===== src/timer_irq_defines.svh =====
`ifndef TIMER_IRQ_DEFINES_SVH
`define TIMER_IRQ_DEFINES_SVH

// Register byte offsets on the bus
`define REG_ADDR_W 8
`define OFF_TIMER2_IRQ 8'h00
`define OFF_TIMER0_IRQ 8'h04
`define OFF_TIMER1_IRQ 8'h08
`define OFF_EVT_STATUS 8'h0c
`define OFF_EVT_MASK 8'h10

// Sub-register layout
`define SUBREG_W 8
`define BIT_CMPA_FLAG 5
`define BIT_CMPP_FLAG 4
`define BIT_CMPA_EN 1
`define BIT_CMPP_EN 0
`define SUBREG_RESET 8'h00

// Event status and mask layout: bit 2k is timer k P match, bit 2k+1 its A match
`define EVT_W 6
`define EVT_RESET 6'h00

// Bus constants
`define DATA_W 32
`define RESP_OKAY 2'h0
`define RESP_SLVERR 2'h2
`define TIMER_COUNT 3

`endif


===== src/timer_irq_pkg.sv =====
`default_nettype none

package timer_irq_pkg;

    typedef enum logic [1:0] {
        BUS_IDLE = 2'h1,
        BUS_RESP = 2'h2
    } bus_state_e;

    typedef logic [7:0] subreg_t;

endpackage

`default_nettype wire


===== src/match_bank_if.sv =====
`timescale 1ns/1ps
`default_nettype none

interface match_bank_if #(
    parameter int NUM_TIMERS = 3
);
    logic [NUM_TIMERS-1:0] wr_en;
    logic [7:0] wr_data;
    logic [NUM_TIMERS-1:0] ev_a;
    logic [NUM_TIMERS-1:0] ev_p;
    logic [NUM_TIMERS-1:0] flag_a;
    logic [NUM_TIMERS-1:0] flag_p;
    logic [NUM_TIMERS-1:0] en_a;
    logic [NUM_TIMERS-1:0] en_p;

    modport ctrl (
        output wr_en,
        output wr_data,
        output ev_a,
        output ev_p,
        input flag_a,
        input flag_p,
        input en_a,
        input en_p
    );

    modport bank (
        input wr_en,
        input wr_data,
        input ev_a,
        input ev_p,
        output flag_a,
        output flag_p,
        output en_a,
        output en_p
    );
endinterface

`default_nettype wire


===== src/timer_match_irq_regs.sv =====
// Functional notes
// - Timer 2 A match sets bit 5
// - Timer 2 P match sets bit 4
// - Timer 2 bit 1 enables A interrupt
// - Timer 2 bit 0 enables P interrupt
// - Timer 0 P match sets bit 4
// - Timer 0 bit 1 enables A interrupt
// - Timer 0 bit 0 enables P interrupt
// - Timer 1 A match sets bit 5
// - Timer 1 P match sets bit 4
// - Timer 1 bit 1 enables A interrupt
// - Timer 1 bit 0 enables P interrupt
// - Bits 7-6 and 3-2 read zero
// - Flag requests interrupt only when enabled
// - Any set flag raises wake
`timescale 1ns/1ps
`default_nettype none
`include "timer_irq_defines.svh"

module timer_match_irq_regs #(
    parameter int NUM_TIMERS = `TIMER_COUNT
) (
    input wire logic aclk,
    input wire logic aresetn,
    // Write address channel
    input wire logic [`REG_ADDR_W-1:0] s_axi_awaddr,
    input wire logic [2:0] s_axi_awprot,
    input wire logic s_axi_awvalid,
    output logic s_axi_awready,
    // Write data channel
    input wire logic [`DATA_W-1:0] s_axi_wdata,
    input wire logic [3:0] s_axi_wstrb,
    input wire logic s_axi_wvalid,
    output logic s_axi_wready,
    // Write response channel
    output logic [1:0] s_axi_bresp,
    output logic s_axi_bvalid,
    input wire logic s_axi_bready,
    // Read address channel
    input wire logic [`REG_ADDR_W-1:0] s_axi_araddr,
    input wire logic [2:0] s_axi_arprot,
    input wire logic s_axi_arvalid,
    output logic s_axi_arready,
    // Read data channel
    output logic [`DATA_W-1:0] s_axi_rdata,
    output logic [1:0] s_axi_rresp,
    output logic s_axi_rvalid,
    input wire logic s_axi_rready,
    // Match events from the timers, one-cycle pulses on aclk, index is timer number
    input wire logic [NUM_TIMERS-1:0] cmpa_match,
    input wire logic [NUM_TIMERS-1:0] cmpp_match,
    // Per-timer vectored requests towards the interrupt controller
    output logic [NUM_TIMERS-1:0] match_irq_req,
    output logic wake_req,
    output logic irq
);

    match_bank_if #(.NUM_TIMERS(NUM_TIMERS)) bank_bus ();

    match_flag_bank #(
        .NUM_TIMERS(NUM_TIMERS)
    ) u_bank (
        .aclk(aclk),
        .aresetn(aresetn),
        .bus(bank_bus)
    );

    ////////////////////////////////////////////////////////////////////////
    // Write path

    timer_irq_pkg::bus_state_e wr_state_ff;
    timer_irq_pkg::bus_state_e nxt_wr_state;
    logic aw_held_ff;
    logic w_held_ff;
    logic nxt_aw_held;
    logic nxt_w_held;
    logic awready_ff;
    logic wready_ff;
    logic [`REG_ADDR_W-1:0] aw_addr_ff;
    logic [`DATA_W-1:0] w_data_ff;
    logic w_lane0_ff;
    logic [1:0] bresp_ff;
    logic [1:0] nxt_bresp;

    wire aw_take = s_axi_awvalid & awready_ff;
    wire w_take = s_axi_wvalid & wready_ff;
    wire wr_in_idle = (wr_state_ff == timer_irq_pkg::BUS_IDLE);
    wire do_write = wr_in_idle & aw_held_ff & w_held_ff;
    wire b_done = (wr_state_ff == timer_irq_pkg::BUS_RESP) & s_axi_bready;

    wire wsel_t0 = (aw_addr_ff == `OFF_TIMER0_IRQ);
    wire wsel_t1 = (aw_addr_ff == `OFF_TIMER1_IRQ);
    wire wsel_t2 = (aw_addr_ff == `OFF_TIMER2_IRQ);
    wire wsel_status = (aw_addr_ff == `OFF_EVT_STATUS);
    wire wsel_mask = (aw_addr_ff == `OFF_EVT_MASK);
    wire wsel_any = wsel_t0 | wsel_t1 | wsel_t2 | wsel_status | wsel_mask;

    // Only byte lane 0 carries register bits; other lanes are ignored
    wire wr_commit = do_write & w_lane0_ff;
    wire [7:0] wr_byte = w_data_ff[7:0];

    always_comb begin
        nxt_wr_state = wr_state_ff;
        nxt_bresp = bresp_ff;
        case (wr_state_ff)
            timer_irq_pkg::BUS_IDLE: begin
                if (do_write) begin
                    nxt_wr_state = timer_irq_pkg::BUS_RESP;
                    nxt_bresp = wsel_any ? `RESP_OKAY : `RESP_SLVERR;
                end
            end
            timer_irq_pkg::BUS_RESP: begin
                if (s_axi_bready) begin
                    nxt_wr_state = timer_irq_pkg::BUS_IDLE;
                end
            end
            default: begin
                nxt_wr_state = timer_irq_pkg::BUS_IDLE;
            end
        endcase
    end

    assign nxt_aw_held = do_write ? 1'b0 : (aw_held_ff | aw_take);
    assign nxt_w_held = do_write ? 1'b0 : (w_held_ff | w_take);

    always_ff @(posedge aclk) begin
        if (!aresetn) begin
            wr_state_ff <= timer_irq_pkg::BUS_IDLE;
            aw_held_ff <= 1'b0;
            w_held_ff <= 1'b0;
            awready_ff <= 1'b0;
            wready_ff <= 1'b0;
            bresp_ff <= `RESP_OKAY;
        end else begin
            wr_state_ff <= nxt_wr_state;
            aw_held_ff <= nxt_aw_held;
            w_held_ff <= nxt_w_held;
            // Ready is offered only while the slot is empty and no response waits
            awready_ff <= ~nxt_aw_held & ~do_write & (nxt_wr_state == timer_irq_pkg::BUS_IDLE);
            wready_ff <= ~nxt_w_held & ~do_write & (nxt_wr_state == timer_irq_pkg::BUS_IDLE);
            bresp_ff <= nxt_bresp;
        end
    end

    always_ff @(posedge aclk) begin
        if (!aresetn) begin
            aw_addr_ff <= '0;
            w_data_ff <= '0;
            w_lane0_ff <= 1'b0;
        end else begin
            if (aw_take) begin
                aw_addr_ff <= s_axi_awaddr;
            end
            if (w_take) begin
                w_data_ff <= s_axi_wdata;
                w_lane0_ff <= s_axi_wstrb[0];
            end
        end
    end

    assign s_axi_awready = awready_ff;
    assign s_axi_wready = wready_ff;
    assign s_axi_bvalid = (wr_state_ff == timer_irq_pkg::BUS_RESP);
    assign s_axi_bresp = bresp_ff;

    ////////////////////////////////////////////////////////////////////////
    // Sub-register bank hookup

    assign bank_bus.wr_data = wr_byte;
    assign bank_bus.ev_a = cmpa_match;
    assign bank_bus.ev_p = cmpp_match;

    genvar t;
    generate
        for (t = 0; t < NUM_TIMERS; t++) begin : g_wr_sel
            wire sel_this = (t == 0) ? wsel_t0 : ((t == 1) ? wsel_t1 : wsel_t2);
            assign bank_bus.wr_en[t] = wr_commit & sel_this;
        end
    endgenerate

    ////////////////////////////////////////////////////////////////////////
    // Event status (write one to clear) and mask

    logic [`EVT_W-1:0] evt_status_ff;
    logic [`EVT_W-1:0] evt_mask_ff;
    logic [`EVT_W-1:0] evt_pulse;
    logic [`EVT_W-1:0] nxt_evt_status;
    logic [`EVT_W-1:0] nxt_evt_mask;

    generate
        for (t = 0; t < NUM_TIMERS; t++) begin : g_evt
            assign evt_pulse[2*t] = cmpp_match[t];
            assign evt_pulse[2*t+1] = cmpa_match[t];
        end
    endgenerate

    wire [`EVT_W-1:0] status_clr = (wr_commit & wsel_status) ? wr_byte[`EVT_W-1:0] : '0;

    // A new event wins over a clear arriving in the same cycle
    assign nxt_evt_status = (evt_status_ff & ~status_clr) | evt_pulse;
    assign nxt_evt_mask = (wr_commit & wsel_mask) ? wr_byte[`EVT_W-1:0] : evt_mask_ff;

    always_ff @(posedge aclk) begin
        if (!aresetn) begin
            evt_status_ff <= `EVT_RESET;
            evt_mask_ff <= `EVT_RESET;
        end else begin
            evt_status_ff <= nxt_evt_status;
            evt_mask_ff <= nxt_evt_mask;
        end
    end

    ////////////////////////////////////////////////////////////////////////
    // Read path

    timer_irq_pkg::bus_state_e rd_state_ff;
    timer_irq_pkg::bus_state_e nxt_rd_state;
    logic arready_ff;
    logic [`DATA_W-1:0] rdata_ff;
    logic [1:0] rresp_ff;
    timer_irq_pkg::subreg_t subreg_view [NUM_TIMERS];

    wire ar_take = s_axi_arvalid & arready_ff;

    generate
        for (t = 0; t < NUM_TIMERS; t++) begin : g_view
            always_comb begin
                subreg_view[t] = `SUBREG_RESET;
                subreg_view[t][`BIT_CMPA_FLAG] = bank_bus.flag_a[t];
                subreg_view[t][`BIT_CMPP_FLAG] = bank_bus.flag_p[t];
                subreg_view[t][`BIT_CMPA_EN] = bank_bus.en_a[t];
                subreg_view[t][`BIT_CMPP_EN] = bank_bus.en_p[t];
            end
        end
    endgenerate

    wire rsel_t0 = (s_axi_araddr == `OFF_TIMER0_IRQ);
    wire rsel_t1 = (s_axi_araddr == `OFF_TIMER1_IRQ);
    wire rsel_t2 = (s_axi_araddr == `OFF_TIMER2_IRQ);
    wire rsel_status = (s_axi_araddr == `OFF_EVT_STATUS);
    wire rsel_mask = (s_axi_araddr == `OFF_EVT_MASK);
    wire rsel_any = rsel_t0 | rsel_t1 | rsel_t2 | rsel_status | rsel_mask;

    wire [7:0] rd_byte =
        rsel_t0 ? subreg_view[0] :
        rsel_t1 ? subreg_view[1] :
        rsel_t2 ? subreg_view[2] :
        rsel_status ? {2'h0, evt_status_ff} :
        rsel_mask ? {2'h0, evt_mask_ff} : 8'h00;

    always_comb begin
        nxt_rd_state = rd_state_ff;
        case (rd_state_ff)
            timer_irq_pkg::BUS_IDLE: begin
                if (ar_take) begin
                    nxt_rd_state = timer_irq_pkg::BUS_RESP;
                end
            end
            timer_irq_pkg::BUS_RESP: begin
                if (s_axi_rready) begin
                    nxt_rd_state = timer_irq_pkg::BUS_IDLE;
                end
            end
            default: begin
                nxt_rd_state = timer_irq_pkg::BUS_IDLE;
            end
        endcase
    end

    always_ff @(posedge aclk) begin
        if (!aresetn) begin
            rd_state_ff <= timer_irq_pkg::BUS_IDLE;
            arready_ff <= 1'b0;
            rdata_ff <= '0;
            rresp_ff <= `RESP_OKAY;
        end else begin
            rd_state_ff <= nxt_rd_state;
            arready_ff <= ~ar_take & (nxt_rd_state == timer_irq_pkg::BUS_IDLE);
            if (ar_take) begin
                rdata_ff <= {24'h000000, rd_byte};
                rresp_ff <= rsel_any ? `RESP_OKAY : `RESP_SLVERR;
            end
        end
    end

    assign s_axi_arready = arready_ff;
    assign s_axi_rvalid = (rd_state_ff == timer_irq_pkg::BUS_RESP);
    assign s_axi_rdata = rdata_ff;
    assign s_axi_rresp = rresp_ff;

    ////////////////////////////////////////////////////////////////////////
    // Requests, wake and interrupt line

    logic [NUM_TIMERS-1:0] match_irq_req_ff;
    logic wake_req_ff;
    logic irq_ff;

    // A disabled flag stays pending but asks for no vectored request
    wire [NUM_TIMERS-1:0] nxt_req = (bank_bus.flag_a & bank_bus.en_a) |
        (bank_bus.flag_p & bank_bus.en_p);
    // Wake ignores enables so a pending match always ends sleep
    wire nxt_wake = |(bank_bus.flag_a | bank_bus.flag_p);

    always_ff @(posedge aclk) begin
        if (!aresetn) begin
            match_irq_req_ff <= '0;
            wake_req_ff <= 1'b0;
            irq_ff <= 1'b0;
        end else begin
            match_irq_req_ff <= nxt_req;
            wake_req_ff <= nxt_wake;
            irq_ff <= |(evt_status_ff & evt_mask_ff);
        end
    end

    assign match_irq_req = match_irq_req_ff;
    assign wake_req = wake_req_ff;
    assign irq = irq_ff;

    // Protection bits carry no meaning here
    wire unused_prot = ^{s_axi_awprot, s_axi_arprot, w_data_ff[`DATA_W-1:8]};

endmodule

`default_nettype wire


===== src/match_flag_bank.sv =====
`timescale 1ns/1ps
`default_nettype none
`include "timer_irq_defines.svh"

module match_flag_bank #(
    parameter int NUM_TIMERS = 3
) (
    input wire logic aclk,
    input wire logic aresetn,
    match_bank_if.bank bus
);

    logic [NUM_TIMERS-1:0] flag_a_ff;
    logic [NUM_TIMERS-1:0] flag_p_ff;
    logic [NUM_TIMERS-1:0] en_a_ff;
    logic [NUM_TIMERS-1:0] en_p_ff;

    ////////////////////////////////////////////////////////////////////////
    genvar k;
    generate
        for (k = 0; k < NUM_TIMERS; k++) begin : g_timer
            logic nxt_flag_a;
            logic nxt_flag_p;
            logic nxt_en_a;
            logic nxt_en_p;

            // A match in the cycle of a software clear still sets the flag
            assign nxt_flag_a = bus.ev_a[k] |
                (bus.wr_en[k] ? bus.wr_data[`BIT_CMPA_FLAG] : flag_a_ff[k]);
            assign nxt_flag_p = bus.ev_p[k] |
                (bus.wr_en[k] ? bus.wr_data[`BIT_CMPP_FLAG] : flag_p_ff[k]);
            assign nxt_en_a = bus.wr_en[k] ? bus.wr_data[`BIT_CMPA_EN] : en_a_ff[k];
            assign nxt_en_p = bus.wr_en[k] ? bus.wr_data[`BIT_CMPP_EN] : en_p_ff[k];

            always_ff @(posedge aclk) begin
                if (!aresetn) begin
                    flag_a_ff[k] <= 1'b0;
                    flag_p_ff[k] <= 1'b0;
                    en_a_ff[k] <= 1'b0;
                    en_p_ff[k] <= 1'b0;
                end else begin
                    flag_a_ff[k] <= nxt_flag_a;
                    flag_p_ff[k] <= nxt_flag_p;
                    en_a_ff[k] <= nxt_en_a;
                    en_p_ff[k] <= nxt_en_p;
                end
            end
        end
    endgenerate

    assign bus.flag_a = flag_a_ff;
    assign bus.flag_p = flag_p_ff;
    assign bus.en_a = en_a_ff;
    assign bus.en_p = en_p_ff;

endmodule

`default_nettype wire


===== config.mk =====
export PLATFORM = sky130hd
export DESIGN_NAME = timer_match_irq_regs
export DESIGN_NICKNAME = d
export VERILOG_FILES = /design/src/timer_irq_pkg.sv /design/src/match_bank_if.sv /design/src/timer_match_irq_regs.sv /design/src/match_flag_bank.sv
export VERILOG_INCLUDE_DIRS = /design/src
export SDC_FILE = /design/constraint.sdc
export NUM_CORES = 1
export LEC_CHECK = 0
export BUFFER_PORTS_ARGS = -buffer_cell sky130_fd_sc_hd__buf_2
export CAP_MARGIN = 15
export CORE_ASPECT_RATIO = 0.8
export CORE_UTILIZATION = 35
export CTS_CLUSTER_DIAMETER = 100
export DETAILED_ROUTE_END_ITERATION = 12
export HOLD_SLACK_MARGIN = 0.12
export SLEW_MARGIN = 20
export SYNTH_ARGS = -nofsm -noshare
export SYNTH_HDL_FRONTEND = slang
export SYNTH_SLANG_ARGS = --single-unit

===== constraint.sdc =====
create_clock -name aclk -period 3.28 [get_ports aclk]
set_input_delay 0.984 -clock aclk [delete_from_list [all_inputs] [get_ports aclk]]
set_output_delay 0.984 -clock aclk [all_outputs]
set_load 0.02 [all_outputs]

==> results.py <==
metrics = {
    "run_status": {
        "status": "finished, final reports clean",
    },
    "routing": {
        "drtAntennaViolNets": 0,
        "vias": 2465,
        "post_drt_wl_per_cell_um": 12.8,
        "wl_mm": 6.47,
        "drtPass1Iterations": 6,
        "dr.first_iter.drc_count": 112,
        "vias_per_cell": 4.86,
        "drc": 0,
    },
    "synth": {
        "synth_top_family_by_area": "simple AND/OR/NAND/NOR gates",
        "ys_types": 37,
        "ys_seq_elements": 61,
        "synth-xor-area-share": 0,
        "synth_compound_gate_area_share": 0.166,
        "synth-main-ff-cell": "dfxtp_1",
        "yosys.area_share.simple": 0.236,
        "synthCells": 344,
        "synth-warning-count": 0,
        "synthArstFlopShare": 0,
        "synth.area.mux_share": 0.0418,
        "synth_area_sq_mm": 0.00287,
        "ys_seq_area_frac": 0.425,
        "synth_fa_ha_area_frac": 0.0174,
        "syn_area_per_cell_sq_um": 8.34,
        "synth-edff-count": 0,
    },
    "setup_path": {
        "start_kind": "register",
        "cpPeakStageDelay_ns": 0.37,
        "crit_type": "reg2out",
        "crit_fanout": 4,
        "cp_data_arrival_time_ns": 1.17,
        "cp.required_ns": 2.30,
        "crit_slowest_cell": "dfxtp_1",
        "worst_setup_path_end_kind": "primary output",
        "crit_chain": "inv_1, ha_1, buf_2",
        "reg2reg_from": "wr_state_ff[0]",
        "startpoint": "wr_state_ff[0]",
    },
    "pwr": {
        "power_density_mw_per_mm2": 592,
        "finalPower_uw": 1950,
        "p_leak_uw": 0.00138,
        "vdd_drop_max_mv": 0.199,
    },
    "timing": {
        "tns_ns": 0,
        "min_period_ns": 2.15,
        "skew_ns": 0.00672,
        "grt_setup_unrepaired": "no",
        "fin_crit_sh": 0.656,
        "worst_pin_slew_ns": 0.685,
        "max_freq_mhz": 465,
        "slew_headroom": 0.537,
        "drv_slew": 0,
        "setup_viol": 0,
        "worst_slack_ns": 1.13,
        "hold_viol": 0,
    },
    "place": {
        "post-place-ws_ns": 0.918,
        "dpl.hpwl_mm": 4.77,
        "gp_congestion": 0.801,
        "io_buffers": 53,
        "dpl.cell_count": 491,
    },
    "global_route": {
        "grt_start_max_net_pins": 43,
        "overflow": 0,
        "antenna_found_initial": 0,
        "grt_pass1_vias": 2186,
        "grt_pass1_wl_mm": 10.6,
        "grt_use_total": 0.162,
    },
    "floorplanning": {
        "dieArea_sq_mm": 0.00857,
        "io_pins": 117,
        "start_util": 0.361,
        "core-area_sq_mm": 0.00795,
        "fp-row-count": 29,
        "die_h_um": 83.0,
        "die_width_um": 103,
    },
    "cts": {
        "cts.sinks": 61,
        "cts_buffer_depth": 2,
        "post_cts_buffers": 0,
        "htreeDepth": 3,
        "cts_tree": "yes",
        "holdBufCountCts": 0,
        "cts-root-buf": "clkbuf_8",
        "cts_buffers": 9,
        "path_clk_slew_ns": 0.07,
        "cts_resized": 0,
        "clkLatencyLatePin_ns": 0.34,
    },
    "final_layout": {
        "fin_cells": 507,
        "nets": 469,
        "area_growth_pct": 14.6,
        "nFillCells": 816,
        "seq_area_sq_mm": 0.00122,
        "postLayoutCoreUtil": 0.414,
        "num_antenna_cells": 0,
        "multiInputGateArea_sq_mm": 0.00143,
        "drive_gt1_frac": 0.180,
    },
    "hold_path": {
        "min_path_type": "reg2reg",
        "hold_start": "s_axi_rdata[5]",
    },
    "job": {
        "maxCapViolCount": 0,
    },
}
through the flow:
step	hold WS, ns	area, sq um
global placement	0.443	3100
floorplan	0.436	2970
global route	0.467	3290
finish	0.452	3290
CTS	0.458	3290
detailed placement	0.444	3100
report_power, final:
group,switching [uW],internal [uW]
clock,298,349
combinational,238,147
sequential,99.4,818
state kept, by name, summed over array words and instances (netlist names), 6 cells and up:
signal         flops
aw_addr_ff         8
evt_mask_ff        6
evt_status_ff      6
s_axi_rdata        6
w_data_ff          6
cell usage after synthesis, types with 5 or more instances:
| cell | n | area [sq um] |
|---|---|---|
| inv_1 | 10 | 37.5 |
| nor2_1 | 35 | 131 |
| clkbuf_1 | 12 | 45.0 |
| nor2b_1 | 5 | 31.3 |
| nand3_1 | 20 | 100 |
| a31oi_1 | 8 | 50.1 |
| a211oi_1 | 6 | 45.0 |
| nor3_1 | 12 | 60.1 |
| a22oi_1 | 6 | 45.0 |
| buf_4 | 28 | 210 |
| a21oi_1 | 23 | 115 |
| dfxtp_1 | 61 | 1220 |
| o21ai_0 | 20 | 100 |
| nand2_1 | 39 | 146 |
| mux2i_1 | 12 | 120 |
| o31ai_1 | 6 | 45.0 |
worst max-delay path, delay by kind of cell (launching register included):
family | cells | cell delay, ns
fa+ha+maj | 1 | 0.22
flops | 1 | 0.37
buf+inv | 2 | 0.23
kinds of logic after synthesis:
| group | count (synthesis) |
|---|---|
| mux | 12 |
| flops | 61 |
| compound gates | 78 |
| simple gates | 135 |
| buf+inv | 53 |
| fa+ha+maj | 4 |
| other cells | 1 |
layout make-up:
type	instances	area share
Inverter	11	0.0125
Multi-Input combinational cell	257	0.434
Clock inverter	6	0.0194
Timing Repair Buffer	54	0.0829
Sequential cell	61	0.371
Clock buffer	10	0.0388
Tap cell	108	0.0411
per-layer routing:
| layer | global-route usage | wire [um] | up-vias |
|---|---|---|---|
| met5 | 0 | 0 | - |
| met4 | 0.0615 | 53 | 0 |
| met3 | 0.0488 | 415 | 4 |
| met2 | 0.232 | 2790 | 80 |
| met1 | 0.227 | 3210 | 1126 |
| li1 | - | - | 1255 |
final timing paths:
check / endpoint / slack (ns) / cells after the start
setup / recovery: s_axi_bvalid / 1.13 / 3
setup reg to reg: u_bank.bus.flag_a[2] / 1.16 / 5
hold / removal: s_axi_rdata[5] / 0.45 / 2
hold reg to reg: s_axi_rdata[5] / 0.45 / 2
cells in the final DEF, fill, tap and decap left out, types with 2 or more instances in the layout:
master | netlist | final
nor2_1 | 35 | 35
nand3b_1 | 4 | 4
and2_1 | 3 | 3
nor4bb_1 | 3 | 3
a32oi_1 | 2 | 2
nor2b_1 | 5 | 5
clkbuf_8 | 1 | 9
buf_2 | 0 | 53
nand2_1 | 39 | 39
o21ai_0 | 20 | 20
inv_1 | 10 | 10
or3_1 | 2 | 2
nor4_1 | 2 | 2
a211oi_1 | 6 | 6
nand2b_1 | 2 | 2
dfxtp_1 | 61 | 61
a21o_1 | 2 | 2
clkinv_2 | 0 | 2
ha_1 | 4 | 4
conb_1 | 1 | 28
o22a_1 | 4 | 4
clkinvlp_4 | 0 | 2
mux2i_1 | 12 | 12
nor4b_1 | 3 | 3
a22oi_1 | 6 | 6
a21oi_1 | 23 | 23
nand3_1 | 20 | 20
a31oi_1 | 8 | 8
nor3_1 | 12 | 12
o31ai_1 | 6 | 6
Power figures use the tool's default switching activity.
